`src/hdl/isd_pkg.sv`:
```
// Shared constants, types and decode tables for the initial speed detect block
package isd_pkg;

  // ---------------------------------------------------------------
  // Register placement and field layout
  // ---------------------------------------------------------------
  localparam logic [7:0] CFG_OFFSET = 8'h80;
  localparam logic [31:0] CFG_RESET = 32'h0000_0000;
  localparam int RESYNC_LSB = 22;
  localparam int BRK_SIDE_BIT = 21;
  localparam int BRK_EXIT_BIT = 20;
  localparam int BRK_CURR_LSB = 17;
  localparam int BRAKE_DURATION_LSB = 13;
  localparam int HIGH_IMPEDANCE_DURATION_LSB = 9;
  localparam int BEMF_LSB = 6;

  // ---------------------------------------------------------------
  // Timing
  // ---------------------------------------------------------------
  localparam int CLK_PERIOD_NS = 5;
  localparam int MS_IN_NS = 1000000;
  localparam int CYCLES_PER_MS_DFLT = MS_IN_NS / CLK_PERIOD_NS;

  // ---------------------------------------------------------------
  // Sequencer states
  // ---------------------------------------------------------------
  typedef enum logic [1:0] {ISD_IDLE, ISD_COAST, ISD_BRAKE, ISD_DONE}
    isd_state_t;

  // ---------------------------------------------------------------
  // Decode tables
  // ---------------------------------------------------------------
  // Shared by the brake and the high impedance duration fields
  function automatic logic [13:0] isd_duration_ms(input logic [3:0] code);
    case (code)
      4'h0: isd_duration_ms = 14'h000A;
      4'h1: isd_duration_ms = 14'h0032;
      4'h2: isd_duration_ms = 14'h0064;
      4'h3: isd_duration_ms = 14'h00C8;
      4'h4: isd_duration_ms = 14'h012C;
      4'h5: isd_duration_ms = 14'h0190;
      4'h6: isd_duration_ms = 14'h01F4;
      4'h7: isd_duration_ms = 14'h02EE;
      4'h8: isd_duration_ms = 14'h03E8;
      4'h9: isd_duration_ms = 14'h07D0;
      4'hA: isd_duration_ms = 14'h0BB8;
      4'hB: isd_duration_ms = 14'h0FA0;
      4'hC: isd_duration_ms = 14'h1388;
      4'hD: isd_duration_ms = 14'h1D4C;
      4'hE: isd_duration_ms = 14'h2710;
      default: isd_duration_ms = 14'h3A98;
    endcase
  endfunction

  // Unlisted codes give zero, so the current comparison never fires
  function automatic logic [10:0] isd_current_ma(input logic [2:0] code);
    case (code)
      3'h0: isd_current_ma = 11'h064;
      3'h1: isd_current_ma = 11'h0C8;
      3'h2: isd_current_ma = 11'h12C;
      3'h3: isd_current_ma = 11'h1F4;
      3'h4: isd_current_ma = 11'h3E8;
      3'h5: isd_current_ma = 11'h7D0;
      default: isd_current_ma = 11'h000;
    endcase
  endfunction

  function automatic logic [10:0] isd_bemf_mv(input logic [2:0] code);
    case (code)
      3'h0: isd_bemf_mv = 11'h032;
      3'h1: isd_bemf_mv = 11'h04B;
      3'h2: isd_bemf_mv = 11'h064;
      3'h3: isd_bemf_mv = 11'h0FA;
      3'h4: isd_bemf_mv = 11'h1F4;
      3'h5: isd_bemf_mv = 11'h2EE;
      3'h6: isd_bemf_mv = 11'h3E8;
      default: isd_bemf_mv = 11'h5DC;
    endcase
  endfunction

  // Unlisted codes give 127%, so resync happens only at a full-scale speed input of 127
  function automatic logic [6:0] isd_resync_pct(input logic [3:0] code);
    case (code)
      4'h0: isd_resync_pct = 7'h05;
      4'h1: isd_resync_pct = 7'h0A;
      4'h2: isd_resync_pct = 7'h0F;
      4'h3: isd_resync_pct = 7'h14;
      4'h4: isd_resync_pct = 7'h19;
      4'h5: isd_resync_pct = 7'h1E;
      4'h6: isd_resync_pct = 7'h23;
      4'h7: isd_resync_pct = 7'h28;
      4'h8: isd_resync_pct = 7'h2D;
      4'h9: isd_resync_pct = 7'h32;
      default: isd_resync_pct = 7'h7F;
    endcase
  endfunction

endpackage

```
`src/hdl/isd_ms_timer.sv`:
```
// Millisecond duration timer used for the coast and brake phases
module isd_ms_timer #(
  parameter int CYCLES_PER_MS = isd_pkg::CYCLES_PER_MS_DFLT
) (
  // Clock and reset
  input wire logic sys_clk,
  input wire logic reset_n,
  // Control
  input wire logic start,
  input wire logic [13:0] duration_ms,
  // Status
  output logic expired
);

  typedef struct packed {
    logic [31:0] pre;
    logic [13:0] ms;
    logic [13:0] target;
    logic run;
    logic expired;
  } isd_tmr_t;

  isd_tmr_t tmr_r;
  isd_tmr_t tmr_nxt;

  always_comb begin
    tmr_nxt = tmr_r;
    tmr_nxt.expired = 1'b0;
    // A fresh start always wins, so a stale run cannot expire a new phase
    if (start) begin
      tmr_nxt.pre = 32'h0000_0000;
      tmr_nxt.ms = 14'h0000;
      tmr_nxt.target = duration_ms;
      tmr_nxt.run = 1'b1;
    end else if (tmr_r.run) begin
      if (tmr_r.pre == 32'(CYCLES_PER_MS - 1)) begin
        tmr_nxt.pre = 32'h0000_0000;
        tmr_nxt.ms = tmr_r.ms + 14'h0001;
        if (tmr_r.ms + 14'h0001 == tmr_r.target) begin
          tmr_nxt.expired = 1'b1;
          tmr_nxt.run = 1'b0;
        end
      end else begin
        tmr_nxt.pre = tmr_r.pre + 32'h0000_0001;
      end
    end
  end

  always_ff @(posedge sys_clk or negedge reset_n) begin
    if (!reset_n) begin
      tmr_r <= '0;
    end else begin
      tmr_r <= tmr_nxt;
    end
  end

  assign expired = tmr_r.expired;

endmodule

```
`src/hdl/initial_speed_detect_config.sv`:
```
// Initial speed detect configuration word and startup sequencer
// How it works
// - Bits 25-22 pick resync speed, 5% to 50% in 5% steps.
// - Brake side bit 21: 0 all high side on, 1 all low side on.
// - Exit bit 0 leaves brake on time; both durations share one table.
// - Exit bit 1 leaves brake on current below threshold or on time.
// - Bits 8-6 pick back-EMF level below which motor counts stationary.
module initial_speed_detect_config #(
  parameter int CYCLES_PER_MS = isd_pkg::CYCLES_PER_MS_DFLT
) (
  // Clock and reset
  input wire logic sys_clk,
  input wire logic reset_n,
  // Configuration access
  input wire logic [7:0] cfg_addr,
  input wire logic cfg_wr_en,
  input wire logic [31:0] cfg_wdata,
  input wire logic cfg_rd_en,
  output logic [31:0] cfg_rdata,
  output logic cfg_rd_valid,
  // Start request and motor measurements
  input wire logic isd_start,
  input wire logic [6:0] motor_speed_pct,
  input wire logic [10:0] backemf_mv,
  input wire logic [10:0] phase_current_ma,
  // Bridge control and result
  output logic [2:0] high_side_on,
  output logic [2:0] low_side_on,
  output logic phase_hiz,
  output logic isd_busy,
  output logic motor_stationary,
  output logic resync_ok,
  output logic isd_done
);

  typedef struct packed {
    logic [31:0] cfg;
    isd_pkg::isd_state_t st;
    logic [2:0] hs;
    logic [2:0] ls;
    logic hiz;
    logic stat;
    logic resync;
    logic done;
    logic [31:0] rdata;
    logic rvalid;
  } isd_regs_t;

  isd_regs_t regs_r;
  isd_regs_t regs_nxt;

  // ---------------------------------------------------------------
  // Field widths and gate patterns
  // ---------------------------------------------------------------
  localparam int RESYNC_W = 4;
  localparam int CURR_W = 3;
  localparam int TIME_W = 4;
  localparam int BEMF_W = 3;
  localparam logic [2:0] GATES_ALL = 3'h7;
  localparam logic [2:0] GATES_NONE = 3'h0;

  // Braking shorts all three phases through one side of the bridge
  function automatic logic [5:0] brake_gates(input logic low_side);
    if (low_side) begin
      brake_gates = {GATES_NONE, GATES_ALL};
    end else begin
      brake_gates = {GATES_ALL, GATES_NONE};
    end
  endfunction

  logic tmr_start;
  logic [13:0] tmr_ms;
  logic tmr_expired;

  // ---------------------------------------------------------------
  // Field extraction
  // ---------------------------------------------------------------
  logic [3:0] resync_code;
  logic brake_side;
  logic brake_exit;
  logic [2:0] curr_code;
  logic [3:0] brake_duration_code;
  logic [3:0] high_impedance_duration_code;
  logic [2:0] bemf_code;
  logic below_bemf;
  logic above_resync;
  logic below_current;

  // Thresholds and exit mode changed mid-sequence take effect at once; durations and brake side latch at phase start
  assign resync_code = regs_r.cfg[isd_pkg::RESYNC_LSB +: RESYNC_W];
  assign brake_side = regs_r.cfg[isd_pkg::BRK_SIDE_BIT];
  assign brake_exit = regs_r.cfg[isd_pkg::BRK_EXIT_BIT];
  assign curr_code = regs_r.cfg[isd_pkg::BRK_CURR_LSB +: CURR_W];
  assign brake_duration_code = regs_r.cfg[isd_pkg::BRAKE_DURATION_LSB +: TIME_W];
  assign high_impedance_duration_code = regs_r.cfg[isd_pkg::HIGH_IMPEDANCE_DURATION_LSB +: TIME_W];
  assign bemf_code = regs_r.cfg[isd_pkg::BEMF_LSB +: BEMF_W];

  // Unusable current codes decode to a limit that is never met; unusable resync codes are met only at 127%

  assign below_bemf = backemf_mv < isd_pkg::isd_bemf_mv(bemf_code);
  assign above_resync =
    motor_speed_pct >= isd_pkg::isd_resync_pct(resync_code);
  assign below_current =
    phase_current_ma < isd_pkg::isd_current_ma(curr_code);

  // ---------------------------------------------------------------
  // Phase timer
  // ---------------------------------------------------------------
  isd_ms_timer #(
    .CYCLES_PER_MS(CYCLES_PER_MS)
  ) u_timer (
    .sys_clk(sys_clk),
    .reset_n(reset_n),
    .start(tmr_start),
    .duration_ms(tmr_ms),
    .expired(tmr_expired)
  );

  // ---------------------------------------------------------------
  // Register access and sequencer
  // ---------------------------------------------------------------
  always_comb begin
    regs_nxt = regs_r;
    regs_nxt.done = 1'b0;
    regs_nxt.rvalid = 1'b0;
    tmr_start = 1'b0;
    // Coast picks the brake duration ahead, since it starts the brake
    if (regs_r.st == isd_pkg::ISD_COAST) begin
      tmr_ms = isd_pkg::isd_duration_ms(brake_duration_code);
    end else begin
      tmr_ms = isd_pkg::isd_duration_ms(high_impedance_duration_code);
    end

    // Writes elsewhere are dropped; reads elsewhere answer zero
    if (cfg_wr_en && cfg_addr == isd_pkg::CFG_OFFSET) begin
      regs_nxt.cfg = cfg_wdata;
    end
    if (cfg_rd_en) begin
      regs_nxt.rvalid = 1'b1;
      if (cfg_addr == isd_pkg::CFG_OFFSET) begin
        regs_nxt.rdata = regs_r.cfg;
      end else begin
        regs_nxt.rdata = 32'h0000_0000;
      end
    end

    // A start while busy is ignored, so a sequence always runs to its end
    // and its result flags cannot be cleared halfway
    case (regs_r.st)
      isd_pkg::ISD_IDLE: begin
        if (isd_start) begin
          regs_nxt.st = isd_pkg::ISD_COAST;
          regs_nxt.hiz = 1'b1;
          regs_nxt.hs = 3'h0;
          regs_nxt.ls = 3'h0;
          regs_nxt.stat = 1'b0;
          regs_nxt.resync = 1'b0;
          tmr_start = 1'b1;
        end
      end
      isd_pkg::ISD_COAST: begin
        if (tmr_expired) begin
          if (below_bemf) begin
            regs_nxt.stat = 1'b1;
            regs_nxt.st = isd_pkg::ISD_DONE;
          end else if (above_resync) begin
            regs_nxt.resync = 1'b1;
            regs_nxt.st = isd_pkg::ISD_DONE;
          end else begin
            regs_nxt.st = isd_pkg::ISD_BRAKE;
            regs_nxt.hiz = 1'b0;
            {regs_nxt.hs, regs_nxt.ls} = brake_gates(brake_side);
            tmr_start = 1'b1;
          end
        end
      end
      isd_pkg::ISD_BRAKE: begin
        // Time always bounds the brake; current may end it sooner
        if (tmr_expired || (brake_exit && below_current)) begin
          regs_nxt.st = isd_pkg::ISD_DONE;
          regs_nxt.hs = 3'h0;
          regs_nxt.ls = 3'h0;
          regs_nxt.hiz = 1'b1;
          regs_nxt.stat = 1'b1;
        end
      end
      isd_pkg::ISD_DONE: begin
        regs_nxt.done = 1'b1;
        regs_nxt.st = isd_pkg::ISD_IDLE;
      end
      default: begin
        regs_nxt.st = isd_pkg::ISD_IDLE;
        regs_nxt.hs = 3'h0;
        regs_nxt.ls = 3'h0;
        regs_nxt.hiz = 1'b1;
      end
    endcase
  end

  always_ff @(posedge sys_clk or negedge reset_n) begin
    if (!reset_n) begin
      regs_r <= '0;
      regs_r.cfg <= isd_pkg::CFG_RESET;
      regs_r.st <= isd_pkg::ISD_IDLE;
      regs_r.hiz <= 1'b1;
    end else begin
      regs_r <= regs_nxt;
    end
  end

  // ---------------------------------------------------------------
  // Outputs
  // ---------------------------------------------------------------
  assign cfg_rdata = regs_r.rdata;
  assign cfg_rd_valid = regs_r.rvalid;
  assign high_side_on = regs_r.hs;
  assign low_side_on = regs_r.ls;
  assign phase_hiz = regs_r.hiz;
  assign isd_busy = regs_r.st != isd_pkg::ISD_IDLE;
  assign motor_stationary = regs_r.stat;
  assign resync_ok = regs_r.resync;
  assign isd_done = regs_r.done;

endmodule

```
`config.mk`:
```
export PLATFORM = sky130hd
export DESIGN_NAME = initial_speed_detect_config
export DESIGN_NICKNAME = d
export VERILOG_FILES = /design/src/hdl/isd_pkg.sv /design/src/hdl/isd_ms_timer.sv /design/src/hdl/initial_speed_detect_config.sv
export SDC_FILE = /design/constraint.sdc
export NUM_CORES = 1
export LEC_CHECK = 0
export BUFFER_PORTS_ARGS = -buffer_cell sky130_fd_sc_hd__buf_4
export CAP_MARGIN = 10
export CORE_MARGIN = 3
export CORE_UTILIZATION = 30
export CTS_BUF_LIST = sky130_fd_sc_hd__clkbuf_16
export CTS_CLUSTER_DIAMETER = 200
export DETAILED_ROUTE_END_ITERATION = 6
export HOLD_SLACK_MARGIN = 0.1
export PLACE_DENSITY = 0.48
export SETUP_SLACK_MARGIN = 0.1
export SLEW_MARGIN = 20
export SYNTH_ARGS = -nofsm -noshare
export SYNTH_HDL_FRONTEND = slang
export SYNTH_SLANG_ARGS = --single-unit
```
`constraint.sdc`:
```
create_clock -name sys_clk -period 4.2 [get_ports sys_clk]
set_clock_uncertainty 0.15 [all_clocks]
set_input_delay 0.63 -clock sys_clk [delete_from_list [all_inputs] [get_ports sys_clk]]
set_output_delay 0.63 -clock sys_clk [all_outputs]
set_load 0.05 [all_outputs]
```
After elaboration in Yosys (flattened, before gate mapping) --
Memories as Yosys holds them, arrays and structs flattened. Cells that the tools add are included.
Operators by class: add/sub/neg operators 2, order comparisons 3, equal/unequal tests 24, multiplexer cells 34, reductions and logical operators 16
Operator list (count):
- $mux W46 | 2
- $pmux W11 S7 | 1
- $pmux W11 S6 | 1
- $mux W32 | 2
- $add A32 B1 Y32 const B | 1
- $eq A32 B18 Y1 const B | 1
- $mux W14 | 2
- $pmux W8 S3 | 1
- $lt A11 B11 Y1 | 2
- $mux W11 | 2
- $eq A3 B3 Y1 const B | 5
- $add A14 B1 Y14 const B | 1
- $eq A14 B14 Y1 | 1
- $mux W7 | 2
- $mux W1 | 13
- $eq A3 B2 Y1 const B | 4
- $ne A2 B2 Y1 const B | 6
- $mux W10 | 1
- $reduce_and A5 Y1 | 2
- $eq A8 B8 Y1 const B | 1
- $pmux W2 S4 | 1
- $reduce_bool A2 Y1 | 4
- $ge A7 B7 Y1 | 1
- $eq A3 B1 Y1 const B | 2
- 14 further kinds | 20
Storage, ports and cells: bits in registers 139, bits in read-only memories 528, bits of input ports 74, output and inout port bits 44, memories 3
Memory list:
- (name not given) | words 16, bits a word 13, read ports 1, clocked after memory_dff 0, write ports 0, line isd_pkg.sv:35 | case (code)
- (name not given) | words 16, bits a word 13, read ports 1, clocked after memory_dff 0, write ports 0, line isd_pkg.sv:35
- (name not given) | words 16, bits a word 7, read ports 1, clocked after memory_dff 0, write ports 0, line isd_pkg.sv:83 | case (code)

Depth between registers and ports, before layout --
Gate-level depths: netlist (run 1).
depth in word-level cells 8, gate-level depth with buffers 15, depth with buffers taken out 13

Hierarchy --
From an unflattened synthesis (run 1), not the netlist that was laid out.
Second synthesis, totals: cells, all modules 871, area, all modules 8287.9 um2
By module, submodules not included:
- initial_speed_detect_config | times used 1, cells each 523, area an instance 4830.9 um2, sequential area each 1828.0 um2
- isd_ms_timer | times used 1, cells each 348, area an instance 3457.1 um2, sequential area each 1551.5 um2

Worst setup path after synthesis (run 1) --
OpenSTA, ideal clock, no wires.
kind register to register, start register regs_r[68] (netlist name), end register u_timer.tmr_r[12] (netlist name), arrival time 2.795 ns, data required time 3.931 ns, path slack 1.137 ns, cell stages (with the launch flop) 14, clock period less this slack 3.063 ns, path through dfrtp_1 inv_1 ha_1 mux2_2 ha_1 a21o_1 a31oi_1 o21ai_0 a21oi_1 a32o_1 clkbuf_1 clkbuf_1 o221ai_1 o21a_1
On the way: longest elaborated chain between the ends 6
Ends and longest elaborated chain:
- start, declared | line initial_speed_detect_config.sv:49 | isd_regs_t regs_r;
- start signal, assigned | line initial_speed_detect_config.sv:207 | regs_r <= regs_nxt;
- $mem_v2 Z16 W7
- $ge A7 B7 Y1 | line initial_speed_detect_config.sv:102 | motor_speed_pct >= isd_pkg::isd_resync_pct(resync_code);
- $mux W1 | line initial_speed_detect_config.sv:166 | end else if (above_resync) begin
- $mux W1 | line initial_speed_detect_config.sv:163 | if (below_bemf) begin
- $mux W1 | line initial_speed_detect_config.sv:162 | if (tmr_expired) begin
- $pmux W1 S2 | line initial_speed_detect_config.sv:149 | case (regs_r.st)
- end signal, assigned | line isd_ms_timer.sv:53 | tmr_r <= tmr_nxt;
- end, declared | line isd_ms_timer.sv:23 | isd_tmr_t tmr_r;
Every way passes these cells. A chain may end at the register's enable or synchronous reset.

Worst setup path after layout (run 1) --
start register regs_r[68] (netlist name), end register u_timer.tmr_r[15] (netlist name)
The elaborated chain is that of the path after synthesis.

==> results of run 1 <==
## sequential cells by signal (all words and copies together) (netlist names), 3 cells and up
name / count
u_timer.tmr_r: 60
cfg_rdata: 32
regs_r: 18
brake_duration_code: 4
high_impedance_duration_code: 4
bemf_code: 3
curr_code: 3
## cells in the mapped netlist, types with 7 or more instances
library cell,number
sky130_fd_sc_hd__mux2_2,38
sky130_fd_sc_hd__xor2_1,19
sky130_fd_sc_hd__nor2_1,71
sky130_fd_sc_hd__o22ai_1,34
sky130_fd_sc_hd__xnor2_1,20
sky130_fd_sc_hd__nor4_1,15
sky130_fd_sc_hd__and3_1,7
sky130_fd_sc_hd__ha_1,50
sky130_fd_sc_hd__dfrtp_1,133
sky130_fd_sc_hd__nor3_1,16
sky130_fd_sc_hd__inv_1,63
sky130_fd_sc_hd__a31oi_1,13
sky130_fd_sc_hd__nand4_1,17
sky130_fd_sc_hd__nand2b_1,9
sky130_fd_sc_hd__or3_1,10
sky130_fd_sc_hd__a21oi_1,55
sky130_fd_sc_hd__nand3_1,32
sky130_fd_sc_hd__o21ai_0,39
sky130_fd_sc_hd__clkbuf_1,44
sky130_fd_sc_hd__buf_4,38
sky130_fd_sc_hd__nand2_1,84
sky130_fd_sc_hd__mux2i_1,11
## worst max-delay path, stage by stage, from the launching register on
cell                      delay (ns)
sky130_fd_sc_hd__dfrtp_1        0.48
sky130_fd_sc_hd__inv_1          0.12
sky130_fd_sc_hd__ha_1           0.22
sky130_fd_sc_hd__mux2_2         0.27
sky130_fd_sc_hd__ha_1           0.29
sky130_fd_sc_hd__a21o_1         0.16
sky130_fd_sc_hd__a31oi_1        0.15
sky130_fd_sc_hd__o21ai_0        0.11
sky130_fd_sc_hd__a21oi_1        0.35
sky130_fd_sc_hd__a32o_2         0.50
sky130_fd_sc_hd__buf_12         0.29
sky130_fd_sc_hd__nor2_1         0.07
sky130_fd_sc_hd__a21oi_1        0.11
## cells by family (layout without fill, tap and decap cells)
kind of cell / Yosys count / count (layout)
multiplexers: 49 / 49
buffers and inverters: 153 / 221
AO/OA/AOI/OAI: 185 / 185
AND/OR/NAND/NOR: 304 / 304
flip-flops: 134 / 134
adder cells (fa/ha/maj): 50 / 50
XOR/XNOR: 39 / 39
## layer usage
layer	vias up	share of wire (%)	track usage (%)
li1	3289	-	-
met1	3129	47	19.1
met2	137	46	22.6
met3	14	6.9	5.13
met4	0	0.97	3.23
met5	-	0	0
## how the worst min path moves through the flow
stage,end,cells past startpoint
floorplan,bemf_code[0]$_DFFE_PN0P_,0
global placement,regs_r[50]$_DFFE_PN0P_,1
detailed placement,phase_hiz$_DFFE_PN1P_,2
CTS,u_timer.tmr_r[35]$_DFFE_PN0P_,1
global route,u_timer.tmr_r[44]$_DFFE_PN0P_,1
finish,u_timer.tmr_r[47]$_DFFE_PN0P_,1
## power by group through the flow
stage	registers [mW]	clock network, mW	logic [mW]
6_report	1.55	1.52	0.918
5_1_grt	1.57	1.62	1.04
4_1_cts	1.55	1.56	0.935
3_5_place_dp	1.57	0	0.931
3_3_place_gp	1.57	0	0.920
2_1_floorplan	1.57	0	0.627
## through the flow
step | util [%] | setup slack, ns | std cells | power (mW) | cell area (um^2)
2_1_floorplan | - | 1.14 | 914 | 2.19 | 8250
3_3_place_gp | 34.0 | 0.802 | 1291 | 2.49 | 9160
3_5_place_dp | 34.0 | 0.796 | 1291 | 2.51 | 9160
4_1_cts | 36.2 | 0.744 | 1323 | 4.05 | 9750
5_1_grt | 36.2 | 0.493 | 1323 | 4.23 | 9750
6_report | 36.2 | 0.824 | 1323 | 3.98 | 9750
## cell type report
cell class                 instances  area (um^2)  share of cell area (%)
inverter                          63          236                    2.43
timing repair buffer             126          962                    9.87
tap                              341          427                    4.38
clock buffer                      17          425                    4.37
clock inverter                    15          161                    1.66
sequential                       134         3350                    34.4
multi-input combinational        627         4180                    42.9
==> flow_summary.json, run 1 <==
{
  "tightest_slew_margin_relative_to_the_limit_pct": 37.0,
  "synth_compound_gate_area_share_pct": 13.6,
  "post_synth_inst_count": 914,
  "power_frac_comb_pct": 23.0,
  "clk_transition_reported_paths_ns": 0.07,
  "numClockSinks": 134,
  "switching_power_mw": 1.34,
  "routed_via_density": 4.97,
  "internal-power_mw": 2.64,
  "rsz0062_at_grt": "no",
  "critPathRequiredTime_ns": 4.39,
  "area.growth.synth_to_final_pct": 18.2,
  "ctsRootBufferMaster": "sky130_fd_sc_hd__clkbuf_16",
  "hpwlAfterDp_mm": 14.4,
  "synth_cell_type_count": 62,
  "initial_core_util_pct": 30.6,
  "drtAntennaViolNets": 0,
  "yosys.area_share.adder_pct": 7.59,
  "worst_path_class_setup": "reg2reg",
  "synthMuxAreaShare_pct": 6.52,
  "r2r_start": "regs_r[68]$_DFFE_PN0P_",
  "power.share.switching_pct": 33.7,
  "result_of_the_run": "finished clean",
  "dieWidth_um": 172,
  "timing.critical_path.fanout_max": 47,
  "postCtsSetupRepairBufs": 0,
  "critical_path.startpoint_type": "flip-flop",
  "remaining_drc_errors": 0,
  "grt_overflow": 0,
  "tritoncts": "yes",
  "global_route_wire_length_before_repair_mm": 34.0,
  "max_freq_mhz": 296,
  "worst_ir_drop_vdd_mv": 0.211,
  "post_cts.resized_instances": 0,
  "worst_ep_arrival_time_ns": 3.57,
  "num-fill-cells": 2757,
  "synth_xor_xnor_area_share_pct": 4.14,
  "p_per_area_mw_per_mm2": 409,
  "clock_tree.htree_level_count": 4,
  "floorplan.core_area_mm2": 0.0270,
  "yosys-top-cells-area": "sky130_fd_sc_hd__dfrtp_1, sky130_fd_sc_hd__ha_1, sky130_fd_sc_hd__mux2_2, sky130_fd_sc_hd__nand2_1, sky130_fd_sc_hd__buf_4",
  "synth_warnings": 0,
  "rows": 60,
  "grt_max_degree": 97,
  "cts.hold.buffers_added": 0,
  "dominant_combinational_cell_family_by_area_after_synthesis": "simple AND/OR/NAND/NOR gates",
  "grt_usage_pct": 14.4,
  "endpoint_kind": "flip-flop",
  "synth_area_per_cell_um2": 9.02,
  "final_common_cell": "sky130_fd_sc_hd__dfrtp_1",
  "cts_buffers": 17,
  "timing.critical_path.to": "u_timer.tmr_r[15]$_DFFE_PN0N_",
  "synth_sequential_area_ratio_pct": 40.7,
  "asyncSetResetFlopFracSynth_pct": 100,
  "power.leakage_nw": 4.24,
  "nets": 1093,
  "rrSetupSlack_ns": 0.82,
  "critPathLaunch": "regs_r[68]$_DFFE_PN0P_",
  "pwr-share-seq_pct": 38.8,
  "worst-r2r-cell-count": 12,
  "cap_viol_max_count": 0,
  "ctsLongestPathBuffers": 2,
  "fin_crit_sh_pct": 80.4,
  "post_synth_instance_area_mm2": 0.00825,
  "syn-num-nets": 1038,
  "hold_slack_ns": 0.151,
  "synth_top_area_share_pct": 40.4,
  "post_route_minimum_period_ns": 3.38,
  "placement.io_buffers": 115,
  "grt_pass1_vias": 6457,
  "ys_ff_latch": 134,
  "antenna_found_initial": 0,
  "holdCritPathClass": "in2async",
  "die-height_um": 172,
  "clkLatencyLatePin_ns": 0.43,
  "final-max-slew-violation-count": 0,
  "power.share.clock_pct": 38.2,
  "ios": 118,
  "totalNegativeSetupSlack_ns": 0,
  "globalplace.congestion": 0.825,
  "worstReg2RegEnd": "u_timer.tmr_r[15]$_DFFE_PN0N_",
  "totalWireLength_mm": 20.7,
  "worst-slew-pin-transition_ns": 0.946,
  "synthSimpleGateAreaFrac_pct": 18.8,
  "synth_area_leader_cell": "sky130_fd_sc_hd__dfrtp_1",
  "hold_violations": 0,
  "setup_viol": 0,
  "number_of_violations_reported_at_the_end_of_detailed_routing_iteration_0": 310,
  "ys.flop_type": "sky130_fd_sc_hd__dfrtp_1",
  "synth_enable_flop_cells": 0,
  "design.die.area_mm2": 0.0295,
  "routed-via-count": 6569,
  "diodes": 0,
  "drt-pass1-iter-count": 5,
  "mostFrequentLayoutCells": "sky130_fd_sc_hd__dfrtp_1, sky130_fd_sc_hd__buf_4, sky130_fd_sc_hd__nand2_1",
  "detail_routed_net_length_per_standard_cell_um": 15.6,
  "post_route_cells_drive_above_1_share_pct": 21.1
}
Power figures use the tool's default switching activity.
==> inputs of run 2 (changes only) <==
==> constraint.sdc (replaced) <==
create_clock -name sys_clk -period 3.28 [get_ports sys_clk]
set_clock_uncertainty 0.15 [all_clocks]
set_input_delay 0.492 -clock sys_clk [delete_from_list [all_inputs] [get_ports sys_clk]]
set_output_delay 0.492 -clock sys_clk [all_outputs]
set_load 0.05 [all_outputs]
==> run 2 against run 1 <==
Compared with the run above:
- utilization up 0.37 points
- wire length about the same
- global-route usage up 0.19 points
- combinational power up 33%
- sequential cell count unchanged
- critical endpoint is now u_timer.tmr_r[13]$_DFFE_PN0N_
- largest cell class unchanged
- largest power group unchanged
==> flow_summary.json, run 2 (synthesis gave the netlist of run 1 again) <==
{
  "result_of_the_run": "finished clean",
  "worst_ir_drop_vdd_mv": 0.245,
  "hold_violations": 0,
  "grt_max_degree": 66,
  "die-height_um": 172,
  "tritoncts": "yes",
  "worst_ep_arrival_time_ns": 3.09,
  "timing.critical_path.fanout_max": 8,
  "grt_pass1_vias": 6617,
  "antenna_found_initial": 0,
  "global_route_wire_length_before_repair_mm": 34.5,
  "ctsLongestPathBuffers": 2,
  "nets": 1104,
  "setup_viol": 0,
  "critical_path_slowest_stage_cell": "sky130_fd_sc_hd__dfrtp_1",
  "num-fill-cells": 2728,
  "cp_num_cells": 14,
  "area.growth.synth_to_final_pct": 19.4,
  "ctsRootBufferMaster": "sky130_fd_sc_hd__clkbuf_16",
  "final_common_cell": "sky130_fd_sc_hd__buf_4",
  "timing.critical_path.to": "u_timer.tmr_r[13]$_DFFE_PN0N_",
  "rows": 60,
  "dieWidth_um": 172,
  "clock_tree.htree_level_count": 4,
  "remaining_drc_errors": 0,
  "mostFrequentLayoutCells": "sky130_fd_sc_hd__buf_4, sky130_fd_sc_hd__dfrtp_1, sky130_fd_sc_hd__nand2_1",
  "post_route_cells_drive_above_1_share_pct": 22.3,
  "max_freq_mhz": 342,
  "p_per_area_mw_per_mm2": 512,
  "floorplan.core_area_mm2": 0.0270,
  "total_power_mw": 5.04,
  "detail_routed_net_length_per_standard_cell_um": 15.5,
  "tightest_slew_margin_relative_to_the_limit_pct": 58.2,
  "critPathLaunch": "regs_r[68]$_DFFE_PN0P_",
  "critical_path.cell_chain": "inv_1 -> ha_1 -> nor2_1 -> mux2_2 -> ha_1 -> a21o_1 -> a31oi_1 -> o21ai_0 -> a21oi_1 -> buf_4 -> a32o_4 -> buf_4 -> o221ai_1 -> o21a_1",
  "largest_register_by_flop_count": "u_timer.tmr_r",
  "worst_path_class_setup": "reg2reg",
  "ios": 118,
  "clkLatencyLatePin_ns": 0.43,
  "path_buf_inv": 3,
  "post_route_minimum_period_ns": 2.92,
  "worst-r2r-cell-count": 14,
  "fin_crit_sh_pct": 89.1,
  "cap_viol_max_count": 0,
  "worst-slew-pin-transition_ns": 0.627,
  "critPathTopFamily": "compound AO/OA/AOI/OAI gates",
  "routed_via_density": 4.96,
  "critPathRequiredTime_ns": 3.44,
  "totalNegativeSetupSlack_ns": 0,
  "final-max-slew-violation-count": 0,
  "drtAntennaViolNets": 0,
  "hpwlAfterDp_mm": 14.6,
  "placement.io_buffers": 115,
  "initial_core_util_pct": 30.6,
  "number_of_violations_reported_at_the_end_of_detailed_routing_iteration_0": 295,
  "routed-via-count": 6611,
  "critical_path.startpoint_type": "flip-flop",
  "pnr_worst_setup_slack_ns": 0.357,
  "totalWireLength_mm": 20.7,
  "drt-pass1-iter-count": 6,
  "endpoint_kind": "flip-flop",
  "r2r_start": "regs_r[68]$_DFFE_PN0P_",
  "final_core_util_pct": 36.5,
  "worstReg2RegEnd": "u_timer.tmr_r[13]$_DFFE_PN0N_",
  "cts_buffers": 17,
  "largest_reg_flops": 60,
  "diodes": 0,
  "grt_overflow": 0,
  "clk_transition_reported_paths_ns": 0.07,
  "numClockSinks": 134,
  "rsz0062_at_grt": "no",
  "rrSetupSlack_ns": 0.36,
  "grt_usage_pct": 14.5,
  "pre_cts_worst_setup_slack_ns": 0.166,
  "power.leakage_nw": 4.28,
  "cp_slowest_stage_delay_ns": 0.41,
  "globalplace.congestion": 0.849,
  "holdCritPathClass": "in2reg",
  "design.die.area_mm2": 0.0295
}
==> run 2: metrics by stage <==
| stage | hold WS (ns) | instances | cell area, um^2 |
|---|---|---|---|
| detailed placement | 0.338 | 1297 | 9220 |
| CTS | 0.118 | 1330 | 9790 |
| floorplan | 0.0464 | 914 | 8250 |
| global route | 0.122 | 1334 | 9850 |
| finish | 0.136 | 1334 | 9850 |
| global placement | 0.333 | 1297 | 9220 |
==> run 2: worst min path at each step <==
stage / cells after the start / endpoint / startpoint / slack (ns)
floorplan: 0 / bemf_code[0]$_DFFE_PN0P_ / reset_n / 0.05
global placement: 2 / phase_hiz$_DFFE_PN1P_ / phase_hiz$_DFFE_PN1P_ / 0.33
detailed placement: 2 / phase_hiz$_DFFE_PN1P_ / phase_hiz$_DFFE_PN1P_ / 0.34
CTS: 2 / regs_r[46]$_DFFE_PN0P_ / cfg_wdata[1] / 0.12
global route: 2 / regs_r[46]$_DFFE_PN0P_ / cfg_wdata[1] / 0.12
finish: 2 / regs_r[46]$_DFFE_PN0P_ / cfg_wdata[1] / 0.14
==> run 2: what timing repair did <==
action,in CTS,in global routing
hold buffers,1,0
setup endpoints to repair,0,62
gates resized for setup,0,6
buffers inserted,0,4
hold endpoints to repair,56,0
==> run 2: worst register-to-register path: stages, from the launching register on <==
cell and delay, ns:
sky130_fd_sc_hd__dfrtp_1 0.41, sky130_fd_sc_hd__inv_1 0.10, sky130_fd_sc_hd__ha_1 0.15, sky130_fd_sc_hd__nor2_1 0.04, sky130_fd_sc_hd__mux2_2 0.28, sky130_fd_sc_hd__ha_1 0.29, sky130_fd_sc_hd__a21o_1 0.16, sky130_fd_sc_hd__a31oi_1 0.15
sky130_fd_sc_hd__o21ai_0 0.12, sky130_fd_sc_hd__a21oi_1 0.14, sky130_fd_sc_hd__buf_4 0.15, sky130_fd_sc_hd__a32o_4 0.31, sky130_fd_sc_hd__buf_4 0.14, sky130_fd_sc_hd__o221ai_1 0.10, sky130_fd_sc_hd__o21a_1 0.12
==> run 2: final cells by class <==
| type | count | area (um^2) | area share (%) |
|---|---|---|---|
| Timing Repair Buffer | 137 | 1070 | 10.8 |
| Tap cell | 341 | 427 | 4.33 |
| Clock inverter | 15 | 138 | 1.40 |
| Sequential cell | 134 | 3360 | 34.1 |
| Clock buffer | 17 | 425 | 4.32 |
| Multi-Input combinational cell | 627 | 4200 | 42.6 |
| Inverter | 63 | 236 | 2.40 |
==> run 2: layer usage <==
metal / global-route usage, % / vias to the layer above / share of wire [%]
li1: - / 3311 / -
met1: 18.8 / 3140 / 46
met2: 23.1 / 135 / 46
met3: 5.40 / 25 / 7.0
met4: 3.92 / 0 / 1.3
met5: 0 / - / 0
==> run 2: power breakdown <==
group          total (mW)  internal (mW)  switching (mW)
logic                1.22          0.531           0.688
registers            1.97           1.81           0.162
clock network        1.85          0.997           0.849
total                5.04           3.34            1.70
